## config.mk

```make
export PLATFORM = sky130hd
export DESIGN_NAME = tss_shaper
export DESIGN_NICKNAME = d
export VERILOG_FILES = /design/src/core/tss_pkg.sv /design/src/core/tss_shaper.sv /design/src/core/tss_rand.sv
export VERILOG_INCLUDE_DIRS = /design/src /design/src/core
export SDC_FILE = /design/constraint.sdc
export NUM_CORES = 2
export LEC_CHECK = 0
export ABC_AREA = 1
export BUFFER_PORTS_ARGS = -buffer_cell sky130_fd_sc_hd__buf_2
export CAP_MARGIN = 10
export CORE_MARGIN = 10
export CORE_UTILIZATION = 55
export DETAILED_ROUTE_END_ITERATION = 10
export GPL_TIMING_DRIVEN = 1
export PLACE_DENSITY = 0.76
export REMOVE_ABC_BUFFERS = 1
export SETUP_SLACK_MARGIN = 0.02
export SYNTH_ARGS = -nofsm -noshare
export SYNTH_HDL_FRONTEND = slang
export SYNTH_SLANG_ARGS = --single-unit
```

## constraint.sdc

```tcl
create_clock -name mclk_i -period 14.9 [get_ports mclk_i]
set_input_delay 4.47 -clock mclk_i [delete_from_list [all_inputs] [get_ports mclk_i]]
set_output_delay 4.47 -clock mclk_i [all_outputs]
set_load 0.1 [all_outputs]
```

## src/core/tss_map.svh

```systemverilog
// Purpose: offsets-free constant map for the traffic stream shaper
// Assumes: one byte time per clock for pacing arithmetic
// Notes:
// Notes on behaviour
// - normal mode sends paced frames only; burst mode sends bursts only
// - ramped load starts at start value, steps toward end, holds each step
// - msec option makes load step duration count milliseconds, not seconds
// - at ramp end: hold end, restart from start, or reverse direction
// - gap unit: 12-byte gap is full load; gap met on average
// - constant size mode sends the start size for the whole run
// - stepped size moves start to end by step, each held some seconds
// - continuous duration repeats the stepped sequence without limit
// - seconds or frames duration ends the stream when the count is reached
// - random size mode draws each size uniformly between start and end
// - incremental mode makes each frame one byte longer, start to end
// - frame size excludes preamble and gap
// - burst setting off sends nothing, const fixed, ramp varies length
// - burst count limit stops the stream after that many bursts
// - inter-burst gap is met as an average
// - ramped burst length moves between burst start and end per ramp mode
// - burst length counts each frame as burst frame size plus 20 bytes
// - continuous plus auto start transmits in the test start cycle
// - video and voice load comes from encoding load times channel count
// - duration is continuous, seconds or frames with a count
`ifndef TSS_MAP_SVH
`define TSS_MAP_SVH
`define TSS_CLK_MHZ      32'hfa
`define TSS_MS_US        32'h3e8
`define TSS_MS_CYC       (`TSS_MS_US * `TSS_CLK_MHZ)
`define TSS_MS_PER_S     32'h3e8
`define TSS_PRE_IFG_B    32'h14
`define TSS_PRE_B        32'h8
`define TSS_PCT_FULL     32'h64
`define TSS_LFSR_SEED    16'hace1
`endif

```

## src/core/tss_pkg.sv

```systemverilog
// Purpose: shared types of the traffic stream shaper
// Assumes: nothing beyond the constant map
// Notes: configuration codes are software fields, not state
package tss_pkg;
    typedef enum logic [1:0] {TSS_DUR_CONT = 2'h0, TSS_DUR_SECS = 2'h1,
                              TSS_DUR_FRMS = 2'h2} tss_dur_e;
    typedef enum logic [1:0] {TSS_RAMP_KEEP = 2'h0, TSS_RAMP_REPEAT = 2'h1,
                              TSS_RAMP_INVERT = 2'h2} tss_ramp_e;
    typedef enum logic [1:0] {TSS_FS_CONST = 2'h0, TSS_FS_STEP = 2'h1,
                              TSS_FS_RAND = 2'h2, TSS_FS_INCR = 2'h3} tss_fsize_e;
    typedef enum logic [1:0] {TSS_BM_OFF = 2'h0, TSS_BM_CONST = 2'h1,
                              TSS_BM_RAMP = 2'h2} tss_burst_e;
    typedef enum logic [1:0] {TSS_PR_DATA = 2'h0, TSS_PR_VIDEO = 2'h1,
                              TSS_PR_VOICE = 2'h2} tss_prof_e;
    typedef enum logic [2:0] {TSS_ST_IDLE = 3'h1, TSS_ST_RUN = 3'h2,
                              TSS_ST_DONE = 3'h4} tss_state_e;
endpackage : tss_pkg

```

## src/core/tss_shaper.sv

```systemverilog
// Purpose: frame size, line load, burst and duration shaping of one stream
// Assumes: configuration static during a run; one byte time per clock
// Notes: frames are offered on a valid/ready pair toward the transmit path
`timescale 1ns/1ps
`default_nettype none
`include "tss_map.svh"
module tss_shaper import tss_pkg::*; #(
    parameter int unsigned W      = 16,
    parameter logic [31:0] MS_CYC = `TSS_MS_CYC
) (
    input  wire logic         mclk_i,
    input  wire logic         rst_n_i,
    input  wire logic         gen_start_i,
    input  wire logic         gen_stop_i,
    input  wire logic         test_start_i,
    input  wire logic         auto_start_i,
    input  wire tss_dur_e     dur_mode_i,
    input  wire logic [31:0]  dur_count_i,
    input  wire logic         xmit_burst_i,
    input  wire tss_prof_e    profile_i,
    input  wire logic [W-1:0] enc_load_i,
    input  wire logic [W-1:0] chan_count_i,
    input  wire logic         interframe_gap_unit_i,
    input  wire logic         load_ramp_i,
    input  wire logic [W-1:0] load_start_i,
    input  wire logic [W-1:0] load_end_i,
    input  wire logic [W-1:0] load_step_i,
    input  wire logic [W-1:0] load_dur_i,
    input  wire logic         load_ms_i,
    input  wire tss_ramp_e    load_rmode_i,
    input  wire tss_fsize_e   fsize_mode_i,
    input  wire logic [W-1:0] fsize_start_i,
    input  wire logic [W-1:0] fsize_end_i,
    input  wire logic [W-1:0] fsize_step_i,
    input  wire logic [W-1:0] fsize_dur_i,
    input  wire tss_burst_e   burst_mode_i,
    input  wire logic         burst_count_limit_en_i,
    input  wire logic [31:0]  burst_count_limit_i,
    input  wire logic [W-1:0] burst_start_i,
    input  wire logic [W-1:0] burst_end_i,
    input  wire logic [W-1:0] burst_step_i,
    input  wire tss_ramp_e    burst_rmode_i,
    input  wire logic [W-1:0] burst_gap_i,
    input  wire logic [W-1:0] burst_fsize_i,
    input  wire logic         frm_ready_i,
    output logic              frm_valid_o,
    output logic      [W-1:0] frm_len_o,
    output logic              running_o,
    output logic              done_o,
    output logic      [W-1:0] cur_load_o
);
    tss_state_e          state;
    logic                go;
    logic                run_c;
    logic                live;
    logic                act;
    logic                fire;
    logic                stop_now;
    logic                pace_ok;
    logic [31:0]         frm_cnt;
    logic [31:0]         ms_cnt;
    logic [31:0]         msec_cnt;
    logic [31:0]         sec_cnt;
    logic                ms_tick;
    logic                sec_tick;
    logic                lstep_tick;
    logic [W-1:0]        lstep_cnt;
    logic                load_adv;
    logic [W-1:0]        fstep_cnt;
    logic                fsize_adv;
    logic [W-1:0]        cur_load;
    logic                load_fwd;
    logic [2*W-1:0]      prof_prod;
    logic [W-1:0]        eff_load;
    logic signed [31:0]  credit;
    logic [31:0]         add;
    logic [31:0]         cost;
    logic                in_burst;
    logic [31:0]         bacc;
    logic [31:0]         frame_b;
    logic signed [31:0]  gap_acc;
    logic [31:0]         burst_cnt;
    logic [W-1:0]        cur_blen;
    logic                blen_fwd;
    logic [W-1:0]        blen_eff;
    logic [W-1:0]        rnd_val;
    logic [W:0]          next_load;
    logic [W:0]          next_blen;
    logic [W:0]          next_fsize;

    function automatic logic [W-1:0] step_to(input logic [W-1:0] cur,
                                             input logic [W-1:0] tgt,
                                             input logic [W-1:0] stp);
        if (cur < tgt)
            step_to = (tgt - cur <= stp) ? tgt : W'(cur + stp);
        else
            step_to = (cur - tgt <= stp) ? tgt : W'(cur - stp);
    endfunction : step_to

    // ramp step with end behaviour; msb returns the direction
    function automatic logic [W:0] ramp_adv(input logic [W-1:0] cur,
                                            input logic [W-1:0] st,
                                            input logic [W-1:0] en,
                                            input logic [W-1:0] stp,
                                            input logic         fwd,
                                            input tss_ramp_e    md);
        logic [W-1:0] tgt;
        logic [W-1:0] oth;
        tgt = fwd ? en : st;
        oth = fwd ? st : en;
        ramp_adv = {fwd, step_to(cur, tgt, stp)};
        if (cur == tgt)
        begin
            unique case (md)
                TSS_RAMP_KEEP:   ramp_adv = {fwd, cur};
                TSS_RAMP_REPEAT: ramp_adv = {1'h1, st};
                TSS_RAMP_INVERT: ramp_adv = {~fwd, step_to(cur, oth, stp)};
                default:         ramp_adv = {fwd, cur};
            endcase
        end
    endfunction : ramp_adv

    assign go = gen_start_i | (test_start_i & auto_start_i & (dur_mode_i == TSS_DUR_CONT));
    assign run_c = (state == TSS_ST_RUN);
    assign live = run_c | go;
    assign stop_now = gen_stop_i
                    | ((dur_mode_i == TSS_DUR_SECS) && (sec_cnt >= dur_count_i))
                    | ((dur_mode_i == TSS_DUR_FRMS) && (frm_cnt >= dur_count_i))
                    | (xmit_burst_i && burst_count_limit_en_i
                       && (burst_cnt >= burst_count_limit_i));
    assign act = live & ~stop_now;
    assign pace_ok = xmit_burst_i ? in_burst : ~credit[31];
    assign frm_valid_o = act & pace_ok & ~(xmit_burst_i & (burst_mode_i == TSS_BM_OFF));
    assign fire = frm_valid_o & frm_ready_i;
    assign running_o = run_c;
    assign done_o = (state == TSS_ST_DONE);
    assign cur_load_o = eff_load;

    always_ff @(posedge mclk_i or negedge rst_n_i)
    begin
        if (!rst_n_i)
            state <= TSS_ST_IDLE;
        else
        begin
            unique case (state)
                TSS_ST_IDLE, TSS_ST_DONE: if (go) state <= TSS_ST_RUN;
                TSS_ST_RUN:               if (stop_now) state <= TSS_ST_DONE;
                default:                  state <= TSS_ST_IDLE;
            endcase
        end
    end

    // frame count for the frames unit
    always_ff @(posedge mclk_i or negedge rst_n_i)
    begin
        if (!rst_n_i)
            frm_cnt <= '0;
        else if (!live)
            frm_cnt <= '0;
        else if (fire)
            frm_cnt <= frm_cnt + 32'h1;
    end

    // millisecond and second timebase
    assign ms_tick = run_c && (ms_cnt == MS_CYC - 32'h1);
    assign sec_tick = ms_tick && (msec_cnt == `TSS_MS_PER_S - 32'h1);
    always_ff @(posedge mclk_i or negedge rst_n_i)
    begin
        if (!rst_n_i)
        begin
            ms_cnt <= '0;
            msec_cnt <= '0;
            sec_cnt <= '0;
        end
        else if (!run_c)
        begin
            ms_cnt <= '0;
            msec_cnt <= '0;
            sec_cnt <= '0;
        end
        else
        begin
            ms_cnt <= ms_tick ? 32'h0 : ms_cnt + 32'h1;
            if (ms_tick)
                msec_cnt <= sec_tick ? 32'h0 : msec_cnt + 32'h1;
            if (sec_tick)
                sec_cnt <= sec_cnt + 32'h1;
        end
    end

    assign lstep_tick = load_ms_i ? ms_tick : sec_tick;
    assign load_adv = lstep_tick
                      && ({1'h0, lstep_cnt} + {{W{1'h0}}, 1'h1} >= {1'h0, load_dur_i});
    assign fsize_adv = sec_tick
                       && ({1'h0, fstep_cnt} + {{W{1'h0}}, 1'h1} >= {1'h0, fsize_dur_i});
    always_ff @(posedge mclk_i or negedge rst_n_i)
    begin
        if (!rst_n_i)
        begin
            lstep_cnt <= '0;
            fstep_cnt <= '0;
        end
        else if (!run_c)
        begin
            lstep_cnt <= '0;
            fstep_cnt <= '0;
        end
        else
        begin
            if (lstep_tick)
                lstep_cnt <= load_adv ? '0 : W'(lstep_cnt + 1'h1);
            if (sec_tick)
                fstep_cnt <= fsize_adv ? '0 : W'(fstep_cnt + 1'h1);
        end
    end

    // load ramp walks start to end
    assign next_load = ramp_adv(cur_load, load_start_i, load_end_i, load_step_i,
                                load_fwd, load_rmode_i);
    always_ff @(posedge mclk_i or negedge rst_n_i)
    begin
        if (!rst_n_i)
        begin
            cur_load <= '0;
            load_fwd <= 1'h1;
        end
        else if (!live)
        begin
            cur_load <= load_start_i;
            load_fwd <= 1'h1;
        end
        else if (load_adv && load_ramp_i)
        begin
            cur_load <= next_load[W-1:0];
            load_fwd <= next_load[W];
        end
    end

    assign prof_prod = {{W{1'h0}}, enc_load_i} * {{W{1'h0}}, chan_count_i};
    always_comb
    begin
        if (profile_i != TSS_PR_DATA)
            eff_load = (|prof_prod[2*W-1:W]) ? {W{1'h1}} : prof_prod[W-1:0];
        else if (load_ramp_i)
            eff_load = cur_load;
        else
            eff_load = load_end_i;
    end

    // gap unit: 12-byte gap is full rate, size lacks preamble
    always_comb
    begin
        add = interframe_gap_unit_i ? `TSS_PCT_FULL : {{(32-W){1'h0}}, eff_load};
        if (interframe_gap_unit_i)
            cost = ({{(32-W){1'h0}}, frm_len_o} + `TSS_PRE_B
                    + {{(32-W){1'h0}}, eff_load}) * `TSS_PCT_FULL;
        else
            cost = ({{(32-W){1'h0}}, frm_len_o} + `TSS_PRE_IFG_B) * `TSS_PCT_FULL;
    end

    // credit pacing; idle credit capped so it cannot hoard
    always_ff @(posedge mclk_i or negedge rst_n_i)
    begin
        if (!rst_n_i)
            credit <= '0;
        else if (!live)
            credit <= '0;
        else if (fire)
            credit <= credit + $signed(add) - $signed(cost);
        else if (credit[31])
            credit <= credit + $signed(add);
    end

    assign next_fsize = ramp_adv(frm_len_o, fsize_start_i, fsize_end_i, fsize_step_i,
                                 1'h1, TSS_RAMP_REPEAT);
    always_ff @(posedge mclk_i or negedge rst_n_i)
    begin
        if (!rst_n_i)
            frm_len_o <= '0;
        else if (xmit_burst_i)
            frm_len_o <= burst_fsize_i;
        else if (!live)
            frm_len_o <= (fsize_mode_i == TSS_FS_RAND) ? rnd_val : fsize_start_i;
        else
        begin
            unique case (fsize_mode_i)
                TSS_FS_CONST: frm_len_o <= fsize_start_i;
                TSS_FS_STEP:  if (fsize_adv) frm_len_o <= next_fsize[W-1:0];
                TSS_FS_RAND:  if (fire) frm_len_o <= rnd_val;
                TSS_FS_INCR:  if (fire)
                                  frm_len_o <= (frm_len_o >= fsize_end_i) ? fsize_start_i
                                               : W'(frm_len_o + 1'h1);
                default:      frm_len_o <= fsize_start_i;
            endcase
        end
    end

    tss_rand #(
        .W (W)
    ) u_rand (
        .mclk_i  (mclk_i),
        .rst_n_i (rst_n_i),
        .adv_i   (fire),
        .lo_i    (fsize_start_i),
        .hi_i    (fsize_end_i),
        .val_o   (rnd_val)
    );

    assign blen_eff = (burst_mode_i == TSS_BM_RAMP) ? cur_blen : burst_start_i;
    assign next_blen = ramp_adv(cur_blen, burst_start_i, burst_end_i, burst_step_i,
                                blen_fwd, burst_rmode_i);
    assign frame_b = {{(32-W){1'h0}}, burst_fsize_i} + `TSS_PRE_IFG_B;

    always_ff @(posedge mclk_i or negedge rst_n_i)
    begin
        if (!rst_n_i)
        begin
            in_burst <= 1'h1;
            bacc <= '0;
            gap_acc <= '0;
            burst_cnt <= '0;
            cur_blen <= '0;
            blen_fwd <= 1'h1;
        end
        else if (!live || !xmit_burst_i)
        begin
            in_burst <= 1'h1;
            bacc <= '0;
            gap_acc <= '0;
            burst_cnt <= '0;
            cur_blen <= burst_start_i;
            blen_fwd <= 1'h1;
        end
        else if (in_burst)
        begin
            if (fire && (bacc + frame_b >= {{(32-W){1'h0}}, blen_eff}))
            begin
                in_burst <= 1'h0;
                bacc <= '0;
                // gap debt carries, giving an average
                gap_acc <= gap_acc + $signed({{(32-W){1'h0}}, burst_gap_i});
                burst_cnt <= burst_cnt + 32'h1;
                cur_blen <= next_blen[W-1:0];
                blen_fwd <= next_blen[W];
            end
            else if (fire)
                bacc <= bacc + frame_b;
            else if (frm_valid_o)
                gap_acc <= gap_acc - 32'sh1;
        end
        else
        begin
            gap_acc <= gap_acc - 32'sh1;
            if (gap_acc <= 32'sh1)
                in_burst <= 1'h1;
        end
    end

    logic [W-1:0] len_q;
    always_ff @(posedge mclk_i or negedge rst_n_i)
    begin
        if (!rst_n_i)
            len_q <= '0;
        else
            len_q <= frm_len_o;
    end
endmodule : tss_shaper
`default_nettype wire

```

## src/core/tss_rand.sv

```systemverilog
// Purpose: uniform random frame size source
// Assumes: lo not above hi
// Notes: scaling by multiply keeps it single cycle, slight bias only
`timescale 1ns/1ps
`default_nettype none
`include "tss_map.svh"
module tss_rand import tss_pkg::*; #(
    parameter int unsigned W = 16
) (
    input  wire logic         mclk_i,
    input  wire logic         rst_n_i,
    input  wire logic         adv_i,
    input  wire logic [W-1:0] lo_i,
    input  wire logic [W-1:0] hi_i,
    output logic      [W-1:0] val_o
);
    logic [15:0]  lfsr;
    logic [W:0]   span;
    logic [W+16:0] prod;

    assign span = {1'h0, hi_i} - {1'h0, lo_i} + {{W{1'h0}}, 1'h1};
    assign prod = {1'h0, span} * {{(W+1){1'h0}}, lfsr};

    always_ff @(posedge mclk_i or negedge rst_n_i)
    begin
        if (!rst_n_i)
            lfsr <= `TSS_LFSR_SEED;
        else if (adv_i)
            lfsr <= {lfsr[14:0], lfsr[15] ^ lfsr[13] ^ lfsr[12] ^ lfsr[10]};
    end

    always_ff @(posedge mclk_i or negedge rst_n_i)
    begin
        if (!rst_n_i)
            val_o <= '0;
        else
            val_o <= W'(lo_i + W'(prod[W+15:16]));
    end
endmodule : tss_rand
`default_nettype wire

```

==> reports/metrics.yaml <==
floorplan:
  coreArea_mm2: 0.135
  dieArea_mm2: 0.151
  rows: 135
  die_x_um: 388
  io-pin-count: 363
  start_util: 0.553
  dieHeight_um: 388
min_path:
  min_to: "ms_cnt[0]"
  whs_path_depth: 1
  hold_start: "ms_cnt[0]"
  hp-class: "flip-flop to flip-flop"
placement:
  place_hpwl_mm: 231
  numPortBuffers: 362
  placed_cell_area_mm2: 0.0805
  globalplace.congestion: 1.03
worst_setup_path:
  r2r_start: "u_rand.lfsr[4]"
  cp_common_cell: "fa_1"
  r2r_cells: 33
  slowest_delay_ns: 0.58
  cp.arrival_ns: 16.20
  slowest_stage: "fa_1"
  cp-start-kind: "input port"
  worst_r2r_endpoint: "u_rand.val_o[14]"
  cp-end-kind: "flip-flop"
  path_class: "input port to flip-flop"
  required_ns: 15.51
  r2r_setup_slack_ns: 6.70
  worst-path-max-fanout: 9
timing:
  rsz0062_at_grt: "true"
  fin_skew_ns: 0.0396
  setup_viol: 30
  finalCritPeriodShare: 1.05
  slew_viol_final: 0
  finalHoldViolations: 0
  clock.fmax_mhz: 64.1
  finalCriticalPeriod_ns: 15.59
  worst_pin_slew_ns: 1.31
  worst_slack_ns: -0.693
  relSlewSlack: 0.124
routing:
  drt-vias-per-instance: 5.83
  finalWirelength_mm: 291
  drt_iter0_markers: 7656
  detail-route-antenna-nets: 0
  drc_errors: 0
  routedWlPerCell_um: 21.3
  first_pass_iters: 8
  vias: 79800
layout:
  areaGrowthSynthToFinish_pct: 15.6
  final_common_cell: "nand2_1"
  drive_gt1_frac: 0.133
  nets: 13700
  finalInstanceArea_mm2: 0.0863
  final_cell_mix: "2695 x nand2_1, 1941 x inv_1, 973 x ha_1"
clock_tree:
  cts_tree: "built"
  cts.sinks: 374
  clock_latency_ns: 0.68
  clk_pin_slew_ns: 0.06
  htreeDepth: 2
  cts_root_buffer: "clkbuf_16"
  holdBufCountCts: 0
  cts_buffers: 50
  clockBufferDepth: 3
synth:
  syn_avg_cell_area_um2: 6.63
  synth.distinct_cells: 70
  synth-seq-cells: 374
  ys_seq_area_frac: 0.126
  syn-cell-area_mm2: 0.0747
  synth_edf_count: 0
  synth_ff_type: "dfrtp_1"
  synthCells: 11300
  yosys_warnings: 0
  async_reset_ff_frac: 1.00
global_route:
  grt_pass1_wl_mm: 435
  grt_pass1_vias: 78000
  grt-ovfl-total: 0
  grt_max_degree: 137
  antenna_found_initial: 21
  grt.total_usage: 0.360
status:
  violations: "setup timing"
  outcome: "finished, violations left"
flow_run:
  maxCapViolations: 0
==> worst max-delay path, delay by kind of cell <==
family	cells	cell delay (ns)
adder cells (fa/ha/maj)	14	5.61
AND/OR/NAND/NOR	22	2.51
buffers and inverters	17	1.67
AO/OA/AOI/OAI	10	1.37
XOR/XNOR	3	0.50
==> logic make-up after synthesis <==
kind of cell,count (synthesis),synth area share
multiplexers,2,0.000268
AO/OA/AOI/OAI,1795,0.135
flip-flops,374,0.126
XOR/XNOR,484,0.0568
AND/OR/NAND/NOR,4701,0.265
buffers and inverters,2419,0.123
adder cells (fa/ha/maj),1486,0.294
==> Yosys cell counts, types with 27 or more instances <==
master	instances	area share
o21ai_0	534	0.036
a31oi_1	52	0.0044
nand4_1	176	0.015
nor4_1	66	0.0055
a21o_1	49	0.0049
xnor2_1	106	0.012
o21a_1	40	0.0040
ha_1	1038	0.17
dfrtp_1	362	0.12
o31ai_1	43	0.0043
o22ai_1	27	0.0023
xor2_1	378	0.044
nor3_1	228	0.015
fa_1	448	0.12
inv_1	2013	0.10
o21bai_1	39	0.0039
buf_2	39	0.0026
o21ai_1	60	0.0040
nand3b_1	28	0.0028
inv_2	36	0.0018
o211ai_1	65	0.0065
nand3_1	571	0.038
a21oi_1	773	0.052
nor2_1	720	0.036
clkbuf_1	285	0.014
or2_2	44	0.0037
nand2_1	2789	0.14
==> sequential cells by signal, summed over array words and instances (netlist names), 32 cells and up <==
register and count:
sec_cnt 32, frm_cnt 32, gap_acc 32, burst_cnt 32, ms_cnt 32, msec_cnt 32, credit 32, bacc 32
==> worst max-delay path by stage <==
stage	start	to	slack, ns	cells past startpoint
after floorplan	chan_count_i[4]	credit[29]	-1.34	62
after global placement	chan_count_i[4]	credit[29]	-1.62	65
after detailed placement	chan_count_i[5]	credit[29]	-1.91	65
after CTS	enc_load_i[7]	credit[29]	-0.08	70
after global routing	chan_count_i[7]	credit[29]	-1.12	66
final	chan_count_i[7]	credit[29]	-0.69	66
==> layer usage <==
layer  vias up  track usage  wire [um]
li1      37300            -          -
met1     37800        0.454     116000
met2      3903        0.577     130000
met3       876       0.0737      26700
met4        16        0.194      18200
met5         -            0        115
==> metrics by stage <==
| stage | TNS (ns) | utilization | setup WS [ns] | hold slack [ns] | instances |
|---|---|---|---|---|---|
| floorplan | -17.13 | - | -1.34 | 0.433 | 10900 |
| global placement | -27.88 | 0.596 | -1.62 | 0.454 | 13500 |
| global route | -20.94 | 0.639 | -1.12 | 0.504 | 13700 |
| finish | -10.34 | 0.639 | -0.693 | 0.478 | 13700 |
| detailed placement | -35.42 | 0.596 | -1.91 | 0.468 | 13500 |
| CTS | -0.156 | 0.626 | -0.0772 | 0.475 | 13600 |
==> cell type report <==
type                       instances  area, um^2
antenna                           14        35.0
clock buffer                      72        1420
clock inverter                    22         300
fill                           12300       48800
inverter                        2056        7740
multi-input combinational       8468       58600
sequential                       374        9370
tap                             1781        2230
timing repair buffer             900        6670
==> repair_timing <==
item	CTS	global route
setup endpoints to repair	37	40
gates resized for setup	378	374
pin swaps	148	151
setup buffers	98	31
cloned	2	1
Power is not shown: default switching activity piles up to over one toggle a cycle in this logic, so the estimate is an artifact.
